==> src/rtl/insn_decode_pkg.sv <==
// Shared constants and types for the 14-bit instruction decoder
package insn_decode_pkg;

  // ****************************************************
  // Word layout
  // ****************************************************
  localparam int INSN_W = 14;
  localparam int FILE_ADDR_W = 7;
  localparam int BIT_NUM_W = 3;
  localparam int LIT8_W = 8;
  localparam int LIT11_W = 11;
  localparam int DEST_BIT_POS = 7;
  localparam int BIT_NUM_LSB = 7;
  localparam int QUARTERS_PER_CYCLE = 4;
  localparam logic [1:0] QUARTER_LAST = 2'h3;
  localparam logic [13:0] INSN_RESET = 14'h0000;

  // ****************************************************
  // Fixed control codes
  // ****************************************************
  localparam logic [13:0] CODE_SUB_RETURN = 14'h0008;
  localparam logic [13:0] CODE_INT_RETURN = 14'h0009;
  localparam logic [13:0] CODE_WDOG_CLEAR = 14'h0064;
  localparam logic [13:0] CODE_STANDBY = 14'h0063;
  localparam logic [13:0] NOP_MASK = 14'h3f9f;

  // ****************************************************
  // Operations
  // ****************************************************
  typedef enum logic [5:0] {
    OP_NO_OPERATION = 6'h00, OP_STORE_ACC_TO_FILE, OP_CLEAR_FILE, OP_CLEAR_ACCUMULATOR,
    OP_SUB_ACC_FROM_FILE, OP_DECREMENT_FILE, OP_OR_ACC_WITH_FILE, OP_AND_ACC_WITH_FILE,
    OP_XOR_ACC_WITH_FILE, OP_ADD_ACC_TO_FILE, OP_MOVE_FILE, OP_COMPLEMENT_FILE,
    OP_INCREMENT_FILE, OP_DECREMENT_SKIP_ZERO, OP_ROTATE_RIGHT_CARRY,
    OP_ROTATE_LEFT_CARRY, OP_SWAP_NIBBLES, OP_INCREMENT_SKIP_ZERO,
    OP_BIT_CLEAR_OP, OP_BIT_SET_OP, OP_TEST_SKIP_IF_CLEAR, OP_TEST_SKIP_IF_SET,
    OP_CALL_OP, OP_JUMP_OP, OP_LOAD_LITERAL, OP_RETURN_WITH_LITERAL,
    OP_OR_LITERAL, OP_AND_LITERAL, OP_XOR_LITERAL, OP_SUB_FROM_LITERAL, OP_ADD_LITERAL,
    OP_SUB_RETURN, OP_INTERRUPT_RETURN, OP_WATCHDOG_CLEAR_OP, OP_STANDBY
  } op_t;

  typedef enum logic [1:0] {
    FMT_BYTE = 2'h0, FMT_BIT = 2'h1, FMT_LITERAL = 2'h2, FMT_CONTROL = 2'h3
  } fmt_t;

  // Flag-effect bundle: carry, digit carry, zero, timeout/powerdown
  typedef struct packed {
    logic carry;
    logic digit_carry;
    logic zero;
    logic timeout_powerdown;
  } flags_t;

  // Decoded instruction as presented to the datapath
  typedef struct packed {
    op_t op;
    fmt_t fmt;
    logic [FILE_ADDR_W-1:0] file_addr;
    logic dest_file;
    logic [BIT_NUM_W-1:0] bit_num;
    logic [LIT8_W-1:0] lit8;
    logic [LIT11_W-1:0] lit11;
    flags_t flags;
    logic fixed_two_cycle;
    logic skip_capable;
    logic writes_file;
    logic writes_acc;
    logic pin_sample;
    logic push_stack;
    logic load_pc_from_latch;
    logic wdog_clear;
    logic pd_clear;
  } decoded_t;

endpackage

==> src/rtl/insn_decoder.sv <==
// Registered decoder and instruction-cycle sequencer for the 14-bit core
`timescale 1ns/1ps

// What this block does
// - Byte ops: opcode 13:8, dest 7, file 6:0.
// - Dest zero writes accumulator, one writes file.
// - Bit ops: opcode 13:10, bit 9:7, file.
// - Literal ops: opcode 13:8, literal 7:0.
// - Call/jump: opcode 13:11, target 10:0.
// - One cycle; two if branching or skipping.
// - Instruction cycle equals four clock periods.
// - Self-modified port reads sampled pin levels.
// - Writing timer zero clears assigned prescaler.
// - Add/sub with file update C, DC, Z.
// - AND/OR/XOR with file affect zero only.
// - Complement/decrement/increment/move affect zero only.
// - Skip-on-zero counts: no flags, skip doubles cycles.
// - Rotates update carry; swap changes nothing.
// - Store, clear file, clear accumulator forms.
// - Bit clear/set/test forms, no flags.
// - Literal add/sub: accumulator, C, DC, Z.
// - Literal AND/OR/XOR: accumulator, zero only.
// - Load literal one cycle; literal return two.
// - Call and jump: two cycles, no flags.
// - Fixed return, watchdog, standby codes.
// - Don't-care bits ignored; no-operation pattern.
// - Bit clear/set touch only selected bit.
// - Call pushes next address, loads latch bits.
// - Watchdog clear resets counter, prescaler, flags.
module insn_decoder (
  // Clock and reset
  input wire logic SYS_CLK,
  input wire logic RST_N,
  // Instruction fetch
  input wire logic [13:0] INSN_WORD,
  // Datapath feedback
  input wire logic COND_TRUE,
  input wire logic FILE_IS_PORT,
  input wire logic FILE_IS_TIMER0,
  input wire logic PRESCALER_ON_TIMER0,
  // Decoded outputs
  output insn_decode_pkg::decoded_t DECODED,
  output logic [7:0] BIT_MASK,
  output logic INSN_LOAD,
  output logic [1:0] QUARTER,
  output logic SECOND_CYCLE,
  output logic EXEC_EN,
  output logic TIMER_PRESCALE_CLR
);
  import insn_decode_pkg::*;

  // ****************************************************
  // Decode functions
  // ****************************************************
  function automatic decoded_t decode_word(input logic [13:0] w);
    decoded_t d;
    d = '0;
    d.op = OP_NO_OPERATION;
    d.fmt = FMT_BYTE;
    d.file_addr = w[FILE_ADDR_W-1:0];
    d.dest_file = w[DEST_BIT_POS];
    d.bit_num = w[BIT_NUM_LSB +: BIT_NUM_W];
    d.lit8 = w[LIT8_W-1:0];
    d.lit11 = w[LIT11_W-1:0];
    unique case (w[13:12])
      2'h0: begin
        d.fmt = FMT_BYTE;
        unique case (w[11:8])
          4'h0: begin
            if (w[7]) begin
              d.op = OP_STORE_ACC_TO_FILE;
            end else if (w == CODE_SUB_RETURN) begin
              d.op = OP_SUB_RETURN;
              d.fixed_two_cycle = 1'b1;
              d.fmt = FMT_CONTROL;
            end else if (w == CODE_INT_RETURN) begin
              d.op = OP_INTERRUPT_RETURN;
              d.fixed_two_cycle = 1'b1;
              d.fmt = FMT_CONTROL;
            end else if (w == CODE_WDOG_CLEAR) begin
              d.op = OP_WATCHDOG_CLEAR_OP;
              d.flags.timeout_powerdown = 1'b1;
              d.wdog_clear = 1'b1;
              d.fmt = FMT_CONTROL;
            end else if (w == CODE_STANDBY) begin
              d.op = OP_STANDBY;
              d.flags.timeout_powerdown = 1'b1;
              d.wdog_clear = 1'b1;
              d.pd_clear = 1'b1;
              d.fmt = FMT_CONTROL;
            end else begin
              d.op = OP_NO_OPERATION;
              d.fmt = FMT_CONTROL;
            end
          end
          // clear file or accumulator, zero set
          4'h1: begin
            d.op = w[7] ? OP_CLEAR_FILE : OP_CLEAR_ACCUMULATOR;
            d.flags.zero = 1'b1;
          end
          4'h2: begin
            d.op = OP_SUB_ACC_FROM_FILE;
            d.flags = '{carry: 1'b1, digit_carry: 1'b1, zero: 1'b1, timeout_powerdown: 1'b0};
          end
          4'h7: begin
            d.op = OP_ADD_ACC_TO_FILE;
            d.flags = '{carry: 1'b1, digit_carry: 1'b1, zero: 1'b1, timeout_powerdown: 1'b0};
          end
          4'h4: begin
            d.op = OP_OR_ACC_WITH_FILE;
            d.flags.zero = 1'b1;
          end
          4'h5: begin
            d.op = OP_AND_ACC_WITH_FILE;
            d.flags.zero = 1'b1;
          end
          4'h6: begin
            d.op = OP_XOR_ACC_WITH_FILE;
            d.flags.zero = 1'b1;
          end
          4'h3: begin
            d.op = OP_DECREMENT_FILE;
            d.flags.zero = 1'b1;
          end
          4'h8: begin
            d.op = OP_MOVE_FILE;
            d.flags.zero = 1'b1;
          end
          4'h9: begin
            d.op = OP_COMPLEMENT_FILE;
            d.flags.zero = 1'b1;
          end
          4'ha: begin
            d.op = OP_INCREMENT_FILE;
            d.flags.zero = 1'b1;
          end
          4'hb: begin
            d.op = OP_DECREMENT_SKIP_ZERO;
            d.skip_capable = 1'b1;
          end
          4'hf: begin
            d.op = OP_INCREMENT_SKIP_ZERO;
            d.skip_capable = 1'b1;
          end
          4'hc: begin
            d.op = OP_ROTATE_RIGHT_CARRY;
            d.flags.carry = 1'b1;
          end
          4'hd: begin
            d.op = OP_ROTATE_LEFT_CARRY;
            d.flags.carry = 1'b1;
          end
          4'he: d.op = OP_SWAP_NIBBLES;
        endcase
        if (d.op inside {OP_STORE_ACC_TO_FILE, OP_CLEAR_FILE}) begin
          d.writes_file = 1'b1;
        end else if (d.op == OP_CLEAR_ACCUMULATOR) begin
          d.writes_acc = 1'b1;
        end else if (d.fmt == FMT_BYTE) begin
          d.writes_file = w[DEST_BIT_POS];
          d.writes_acc = ~w[DEST_BIT_POS];
        end
      end
      2'h1: begin
        d.fmt = FMT_BIT;
        unique case (w[11:10])
          2'h0: d.op = OP_BIT_CLEAR_OP;
          2'h1: d.op = OP_BIT_SET_OP;
          2'h2: d.op = OP_TEST_SKIP_IF_CLEAR;
          2'h3: d.op = OP_TEST_SKIP_IF_SET;
        endcase
        d.writes_file = ~w[11];
        d.skip_capable = w[11];
      end
      2'h2: begin
        d.fmt = FMT_CONTROL;
        d.op = w[11] ? OP_JUMP_OP : OP_CALL_OP;
        d.push_stack = ~w[11];
        d.load_pc_from_latch = 1'b1;
        d.fixed_two_cycle = 1'b1;
      end
      2'h3: begin
        d.fmt = FMT_LITERAL;
        d.writes_acc = 1'b1;
        // don't-care bits 9:8 on some forms
        if (w[11:10] == 2'h0) begin
          d.op = OP_LOAD_LITERAL;
        end else if (w[11:10] == 2'h1) begin
          d.op = OP_RETURN_WITH_LITERAL;
          d.fixed_two_cycle = 1'b1;
        end else if (w[11:9] == 3'h7) begin
          d.op = OP_ADD_LITERAL;
          d.flags = '{carry: 1'b1, digit_carry: 1'b1, zero: 1'b1, timeout_powerdown: 1'b0};
        end else if (w[11:9] == 3'h6) begin
          d.op = OP_SUB_FROM_LITERAL;
          d.flags = '{carry: 1'b1, digit_carry: 1'b1, zero: 1'b1, timeout_powerdown: 1'b0};
        end else begin
          d.flags.zero = (w[9:8] != 2'h3);
          d.writes_acc = (w[9:8] != 2'h3);
          unique case (w[9:8])
            2'h0: d.op = OP_OR_LITERAL;
            2'h1: d.op = OP_AND_LITERAL;
            2'h2: d.op = OP_XOR_LITERAL;
            2'h3: d.op = OP_NO_OPERATION;
          endcase
        end
      end
    endcase
    // read-modify-write of an I/O port samples pins
    d.pin_sample = d.writes_file && d.op != OP_STORE_ACC_TO_FILE && d.op != OP_CLEAR_FILE;
    return d;
  endfunction

  // one-hot mask for the selected bit
  function automatic logic [7:0] bit_mask(input logic [2:0] n);
    return 8'h01 << n;
  endfunction

  // ****************************************************
  // Quarter counter and cycle sequencer
  // ****************************************************
  typedef enum logic [1:0] {
    ST_FIRST = 2'b01,
    ST_FILL = 2'b10
  } seq_t;

  seq_t state_ff, nxt_state;
  logic [1:0] quarter_ff, nxt_quarter;
  decoded_t dec_ff, nxt_dec;
  logic [7:0] mask_ff, nxt_mask;
  logic load_ff, nxt_load;
  logic exec_ff, nxt_exec;
  logic fill_ff, nxt_fill;
  logic tclr_ff, nxt_tclr;
  logic cycle_end;
  logic two_cycle;

  assign cycle_end = (quarter_ff == QUARTER_LAST);
  // second cycle when branching or test true
  assign two_cycle = dec_ff.fixed_two_cycle || (dec_ff.skip_capable && COND_TRUE);

  always_comb begin
    nxt_quarter = quarter_ff + 2'h1;
    nxt_state = state_ff;
    nxt_dec = dec_ff;
    nxt_mask = mask_ff;
    nxt_load = 1'b0;
    nxt_exec = exec_ff;
    nxt_fill = fill_ff;
    nxt_tclr = 1'b0;
    if (cycle_end) begin
      unique case (state_ff)
        ST_FIRST: begin
          if (two_cycle) begin
            // Filler cycle: decoded word is held, execution disabled
            nxt_state = ST_FILL;
            nxt_exec = 1'b0;
            nxt_fill = 1'b1;
          end else begin
            nxt_dec = decode_word(INSN_WORD);
            nxt_mask = bit_mask(INSN_WORD[BIT_NUM_LSB +: BIT_NUM_W]);
            nxt_load = 1'b1;
            nxt_exec = 1'b1;
            nxt_fill = 1'b0;
          end
        end
        ST_FILL: begin
          nxt_state = ST_FIRST;
          nxt_dec = decode_word(INSN_WORD);
          nxt_mask = bit_mask(INSN_WORD[BIT_NUM_LSB +: BIT_NUM_W]);
          nxt_load = 1'b1;
          nxt_exec = 1'b1;
          nxt_fill = 1'b0;
        end
      endcase
    end
    // timer write clears prescaler at write quarter
    if (cycle_end && exec_ff && dec_ff.writes_file && FILE_IS_TIMER0 && PRESCALER_ON_TIMER0) begin
      nxt_tclr = 1'b1;
    end
  end

  always_ff @(posedge SYS_CLK or negedge RST_N) begin
    if (!RST_N) begin
      state_ff <= ST_FIRST;
      quarter_ff <= 2'h0;
      dec_ff <= '0;
      mask_ff <= 8'h01;
      load_ff <= 1'b0;
      exec_ff <= 1'b0;
      fill_ff <= 1'b0;
      tclr_ff <= 1'b0;
    end else begin
      state_ff <= nxt_state;
      quarter_ff <= nxt_quarter;
      dec_ff <= nxt_dec;
      mask_ff <= nxt_mask;
      load_ff <= nxt_load;
      exec_ff <= nxt_exec;
      fill_ff <= nxt_fill;
      tclr_ff <= nxt_tclr;
    end
  end

  // Pin sampling only matters when the file is an I/O port
  always_comb begin
    DECODED = dec_ff;
    DECODED.pin_sample = dec_ff.pin_sample & FILE_IS_PORT;
  end
  assign BIT_MASK = mask_ff;
  assign INSN_LOAD = load_ff;
  assign QUARTER = quarter_ff;
  assign SECOND_CYCLE = fill_ff;
  assign EXEC_EN = exec_ff;
  assign TIMER_PRESCALE_CLR = tclr_ff;
endmodule

==> config.mk <==
export PLATFORM = sky130hd
export DESIGN_NAME = insn_decoder
export DESIGN_NICKNAME = d
export VERILOG_FILES = /design/src/rtl/insn_decode_pkg.sv /design/src/rtl/insn_decoder.sv
export SDC_FILE = /design/constraint.sdc
export NUM_CORES = 1
export LEC_CHECK = 0
export BUFFER_PORTS_ARGS = -buffer_cell sky130_fd_sc_hd__buf_2
export CAP_MARGIN = 20
export CORE_MARGIN = 2
export CORE_UTILIZATION = 50
export DETAILED_ROUTE_END_ITERATION = 7
export PLACE_DENSITY = 0.78
export RECOVER_POWER = 25
export REMOVE_ABC_BUFFERS = 1
export SKIP_CTS_REPAIR_TIMING = 1
export SYNTH_ARGS = -nofsm -noshare
export SYNTH_HDL_FRONTEND = slang
export SYNTH_SLANG_ARGS = --single-unit
export TNS_END_PERCENT = 30
==> constraint.sdc <==
create_clock -name SYS_CLK -period 4.1 [get_ports SYS_CLK]
set_clock_uncertainty 0.05 [all_clocks]
set_input_delay 0.41 -clock SYS_CLK [delete_from_list [all_inputs] [get_ports SYS_CLK]]
set_output_delay 0.41 -clock SYS_CLK [all_outputs]
set_load 0.02 [all_outputs]
==> impl_metrics.py <==
metrics = {
    "power_and_ir_drop": {
        "leakage_nw": 1.48,
        "clock_power_share_pct": 26.3,
        "switching_power_uw": 415,
        "seqPwrFrac_pct": 46.6,
        "p_per_area_nw_per_um2": 420,
        "switching_share_pct": 33.2,
        "power.internal_uw": 833,
        "p_comb_share_pct": 27.1,
        "p_total_mw": 1.25,
        "irDropWorstVdd_mv": 0.181,
    },
    "timing": {
        "fin_crit_ps": 2340,
        "slew_violations": 30,
        "worst_slew_pin_slew_ps": 1520,
        "rsz0062_at_grt": "false",
        "finalHoldViolCount": 0,
        "timing.hold.ws_ps": 236,
        "finalCritPeriodShare_pct": 57.2,
        "slew_headroom_pct": -1.20,
        "fin_setup_tns_ps": 0,
        "finalSetupViolations": 0,
        "fmax_mhz": 427,
    },
    "finish": {
        "fin_util_pct": 54.7,
        "nFillCells": 518,
        "fin_nets": 360,
        "area_growth_syn_to_layout_pct": 6.36,
        "antenna_cells": 0,
        "drive_gt1_share_pct": 31.6,
        "final_cell_count_no_fill": 407,
    },
    "setup_path": {
        "crit_path_start_kind": "flop",
        "worstReg2RegStart": "DECODED[7]$_DFFE_PN0P_",
        "worstSetupStartpoint": "DECODED[7]$_DFFE_PN0P_",
        "timing.rr.end": "dec_ff[4]$_DFFE_PN0P_",
        "end_kind": "flop",
        "worstPathArrival_ps": 2470,
        "cp-endpoint": "dec_ff[4]$_DFFE_PN0P_",
        "worstPathRequired_ps": 4230,
        "critPathMaxFanout": 21,
        "reg2regPathDepth": 5,
        "reg2reg_slack_ps": 1760,
        "path_class": "reg -> reg",
    },
    "place": {
        "dp_cells": 398,
        "gp_congestion": 0.838,
        "dp_hpwl_mm": 4.04,
        "port_buffers": 84,
    },
    "clock_tree": {
        "clk_pin_slew_worst_paths_ps": 90,
        "h-tree-depth": 2,
        "clkSinkCount": 48,
        "clock_latency_ps": 290,
        "cts.path.max_buffers": 2,
        "cts_buffers": 5,
        "clockRootBuffer": "clkbuf_8",
        "cts_tree": "yes",
    },
    "grt": {
        "grt_usage_pct": 19.2,
        "grt_pass1_vias": 1984,
        "busiest_layer": "met2",
        "use_met1_pct": 27.1,
        "antenna_found_initial": 0,
        "use_met2_pct": 30.7,
        "grt_use_met3_pct": 3.75,
        "grt_pass1_wl_mm": 9.48,
        "grt_overflow_total": 0,
        "grt_max_degree": 53,
    },
    "detailed_routing": {
        "routedWlPerCell_um": 14.0,
        "drc_errors": 0,
        "finalWirelength_mm": 5.71,
        "drt_iter0_drc": 80,
        "vias": 2165,
        "ant_nets": 0,
        "dr.pass1.iters": 4,
        "avgViaCountPerCell": 5.32,
    },
    "logic_synthesis": {
        "ys.flop_type": "dfrtp_1",
        "syn-cell-area_sq_um": 2800,
        "synth_edf_count": 0,
        "yosysWarnings": 0,
        "synth_compound_area_share_pct": 15.3,
        "synthCells": 310,
        "yosysSeqAreaShare_pct": 43.1,
        "synthAdderAreaFrac_pct": 2.24,
        "syn_avg_cell_area_sq_um": 9.02,
        "yosys.area_share.simple_pct": 18.1,
        "synth_mux_area_share_pct": 2.42,
        "synth-async-reset-ratio_pct": 100,
        "yosysUniqueCellTypes": 49,
        "ys_ff_latch": 48,
        "synth-xor-area-share_pct": 0.313,
        "synth_top_family_by_area": "buffers and inverters",
    },
    "floorplan": {
        "fp-row-count": 27,
        "die_h_um": 78.8,
        "die_w_um": 78.8,
        "fp.dieArea_sq_um": 6200,
        "ioPinCount": 85,
        "start_util_pct": 51.4,
        "core-area_sq_um": 5440,
    },
    "worst_hold_path": {
        "hp-class": "in -> async",
    },
    "run_status": {
        "violations": "capacitance limit, slew limit",
        "status": "finished with violations",
    },
    "flow_run": {
        "maxCapViolations": 1,
    },
}
## worst max-delay path, stage by stage, from the launching register on
cell	delay [ps]
dfrtp_1	410
a21oi_1	430
o21a_1	680
o2111ai_1	250
nor4_1	290
a21oi_1	110
## state kept, by name (all words and copies together), names as in the netlist
signal              count
EXEC_EN                 1
TIMER_PRESCALE_CLR      1
QUARTER                 2
state_ff                2
SECOND_CYCLE            1
dec_ff                  1
DECODED                31
BIT_MASK                8
INSN_LOAD               1
## logic make-up (layout without fill, tap and decap cells)
group,Yosys count,after routing
AOI/OAI and AO/OA,63,63
xor gates and xnor gates,1,1
adders and majority gates,5,5
buffers and inverters,79,104
DFF,48,48
muxes,6,6
and+or+nand+nor,108,108
## power by group through the flow
stage / Combinational [mW] / Sequential, mW / Clock [mW]
global route: 0.371 / 0.591 / 0.359
finish: 0.338 / 0.582 / 0.328
detailed placement: 0.340 / 0.592 / 0
global placement: 0.336 / 0.588 / 0
floorplan: 0.0996 / 0.690 / 0
CTS: 0.341 / 0.582 / 0.339
## area by class of cell
cell class / instances / area (sq um) / share of cell area [%]
multi-input cells: 183 / 1080 / 36.5
well taps: 72 / 90.1 / 3.03
clock buffers: 6 / 72.6 / 2.44
flip-flops and latches: 48 / 1200 / 40.5
inverters: 11 / 41.3 / 1.39
clock inverters: 1 / 30.0 / 1.01
repair buffers: 86 / 450 / 15.2
## per-stage QoR
| step | instance area [sq um] | setup slack, ps |
|---|---|---|
| 5_1_grt | 2970 | 1350 |
| 3_3_place_gp | 2840 | 1780 |
| 3_5_place_dp | 2840 | 1670 |
| 4_1_cts | 2940 | 1760 |
| 6_report | 2970 | 1760 |
| 2_1_floorplan | 2320 | 1290 |
## cells in the final DEF, fill, tap and decap left out, types with 2 or more instances in the layout
master,n
and2_1,2
o41ai_1,5
clkbuf_1,3
nand2_1,63
nor2_1,11
a31oi_1,4
dfstp_2,2
a21oi_1,8
o21a_1,5
o21ai_0,17
buf_2,83
nor4_1,3
clkbuf_8,5
nor2b_1,4
inv_1,10
dfrtp_1,46
nor3_1,7
nand4b_1,2
mux2_2,6
nand3_1,6
o31ai_1,11
a211oi_1,2
ha_1,5
## Yosys cell counts (2+ instances only)
cell type | count | area share [%]
a211oi_1 | 2 | 0.54
a21oi_1 | 8 | 1.4
a31oi_1 | 4 | 0.90
and2_1 | 2 | 0.45
buf_2 | 4 | 0.72
buf_4 | 51 | 14
buf_6 | 2 | 0.81
clkbuf_1 | 9 | 1.2
dfrtp_1 | 46 | 41
dfstp_2 | 2 | 1.9
ha_1 | 5 | 2.2
inv_1 | 10 | 1.3
mux2_2 | 6 | 2.4
nand2_1 | 63 | 8.5
nand3_1 | 6 | 1.1
nand4b_1 | 2 | 0.63
nor2_1 | 11 | 1.5
nor2b_1 | 4 | 0.90
nor3_1 | 7 | 1.3
nor4_1 | 3 | 0.67
o21a_1 | 5 | 1.3
o21ai_0 | 17 | 3.0
o31ai_1 | 11 | 3.0
o41ai_1 | 5 | 1.6
## worst min path at each step
stage          slack, ps  cells past startpoint                      endpoint
2_1_floorplan         60                      0       BIT_MASK[1]$_DFFE_PN0P_
3_3_place_gp         390                      1          QUARTER[0]$_DFF_PN0_
3_5_place_dp         390                      1          QUARTER[0]$_DFF_PN0_
4_1_cts              280                      1       DECODED[46]$_DFFE_PN0P_
5_1_grt              270                      3  TIMER_PRESCALE_CLR$_DFF_PN0_
6_report             240                      1       DECODED[47]$_DFFE_PN0P_
## routing by layer
layer / up-vias / share of wire [%]
met1: 1045 / 45
li1: 1053 / -
met3: 5 / 5.5
met4: 0 / 0.77
met2: 62 / 48
met5: - / 0
(Power assumes the default switching activity.)
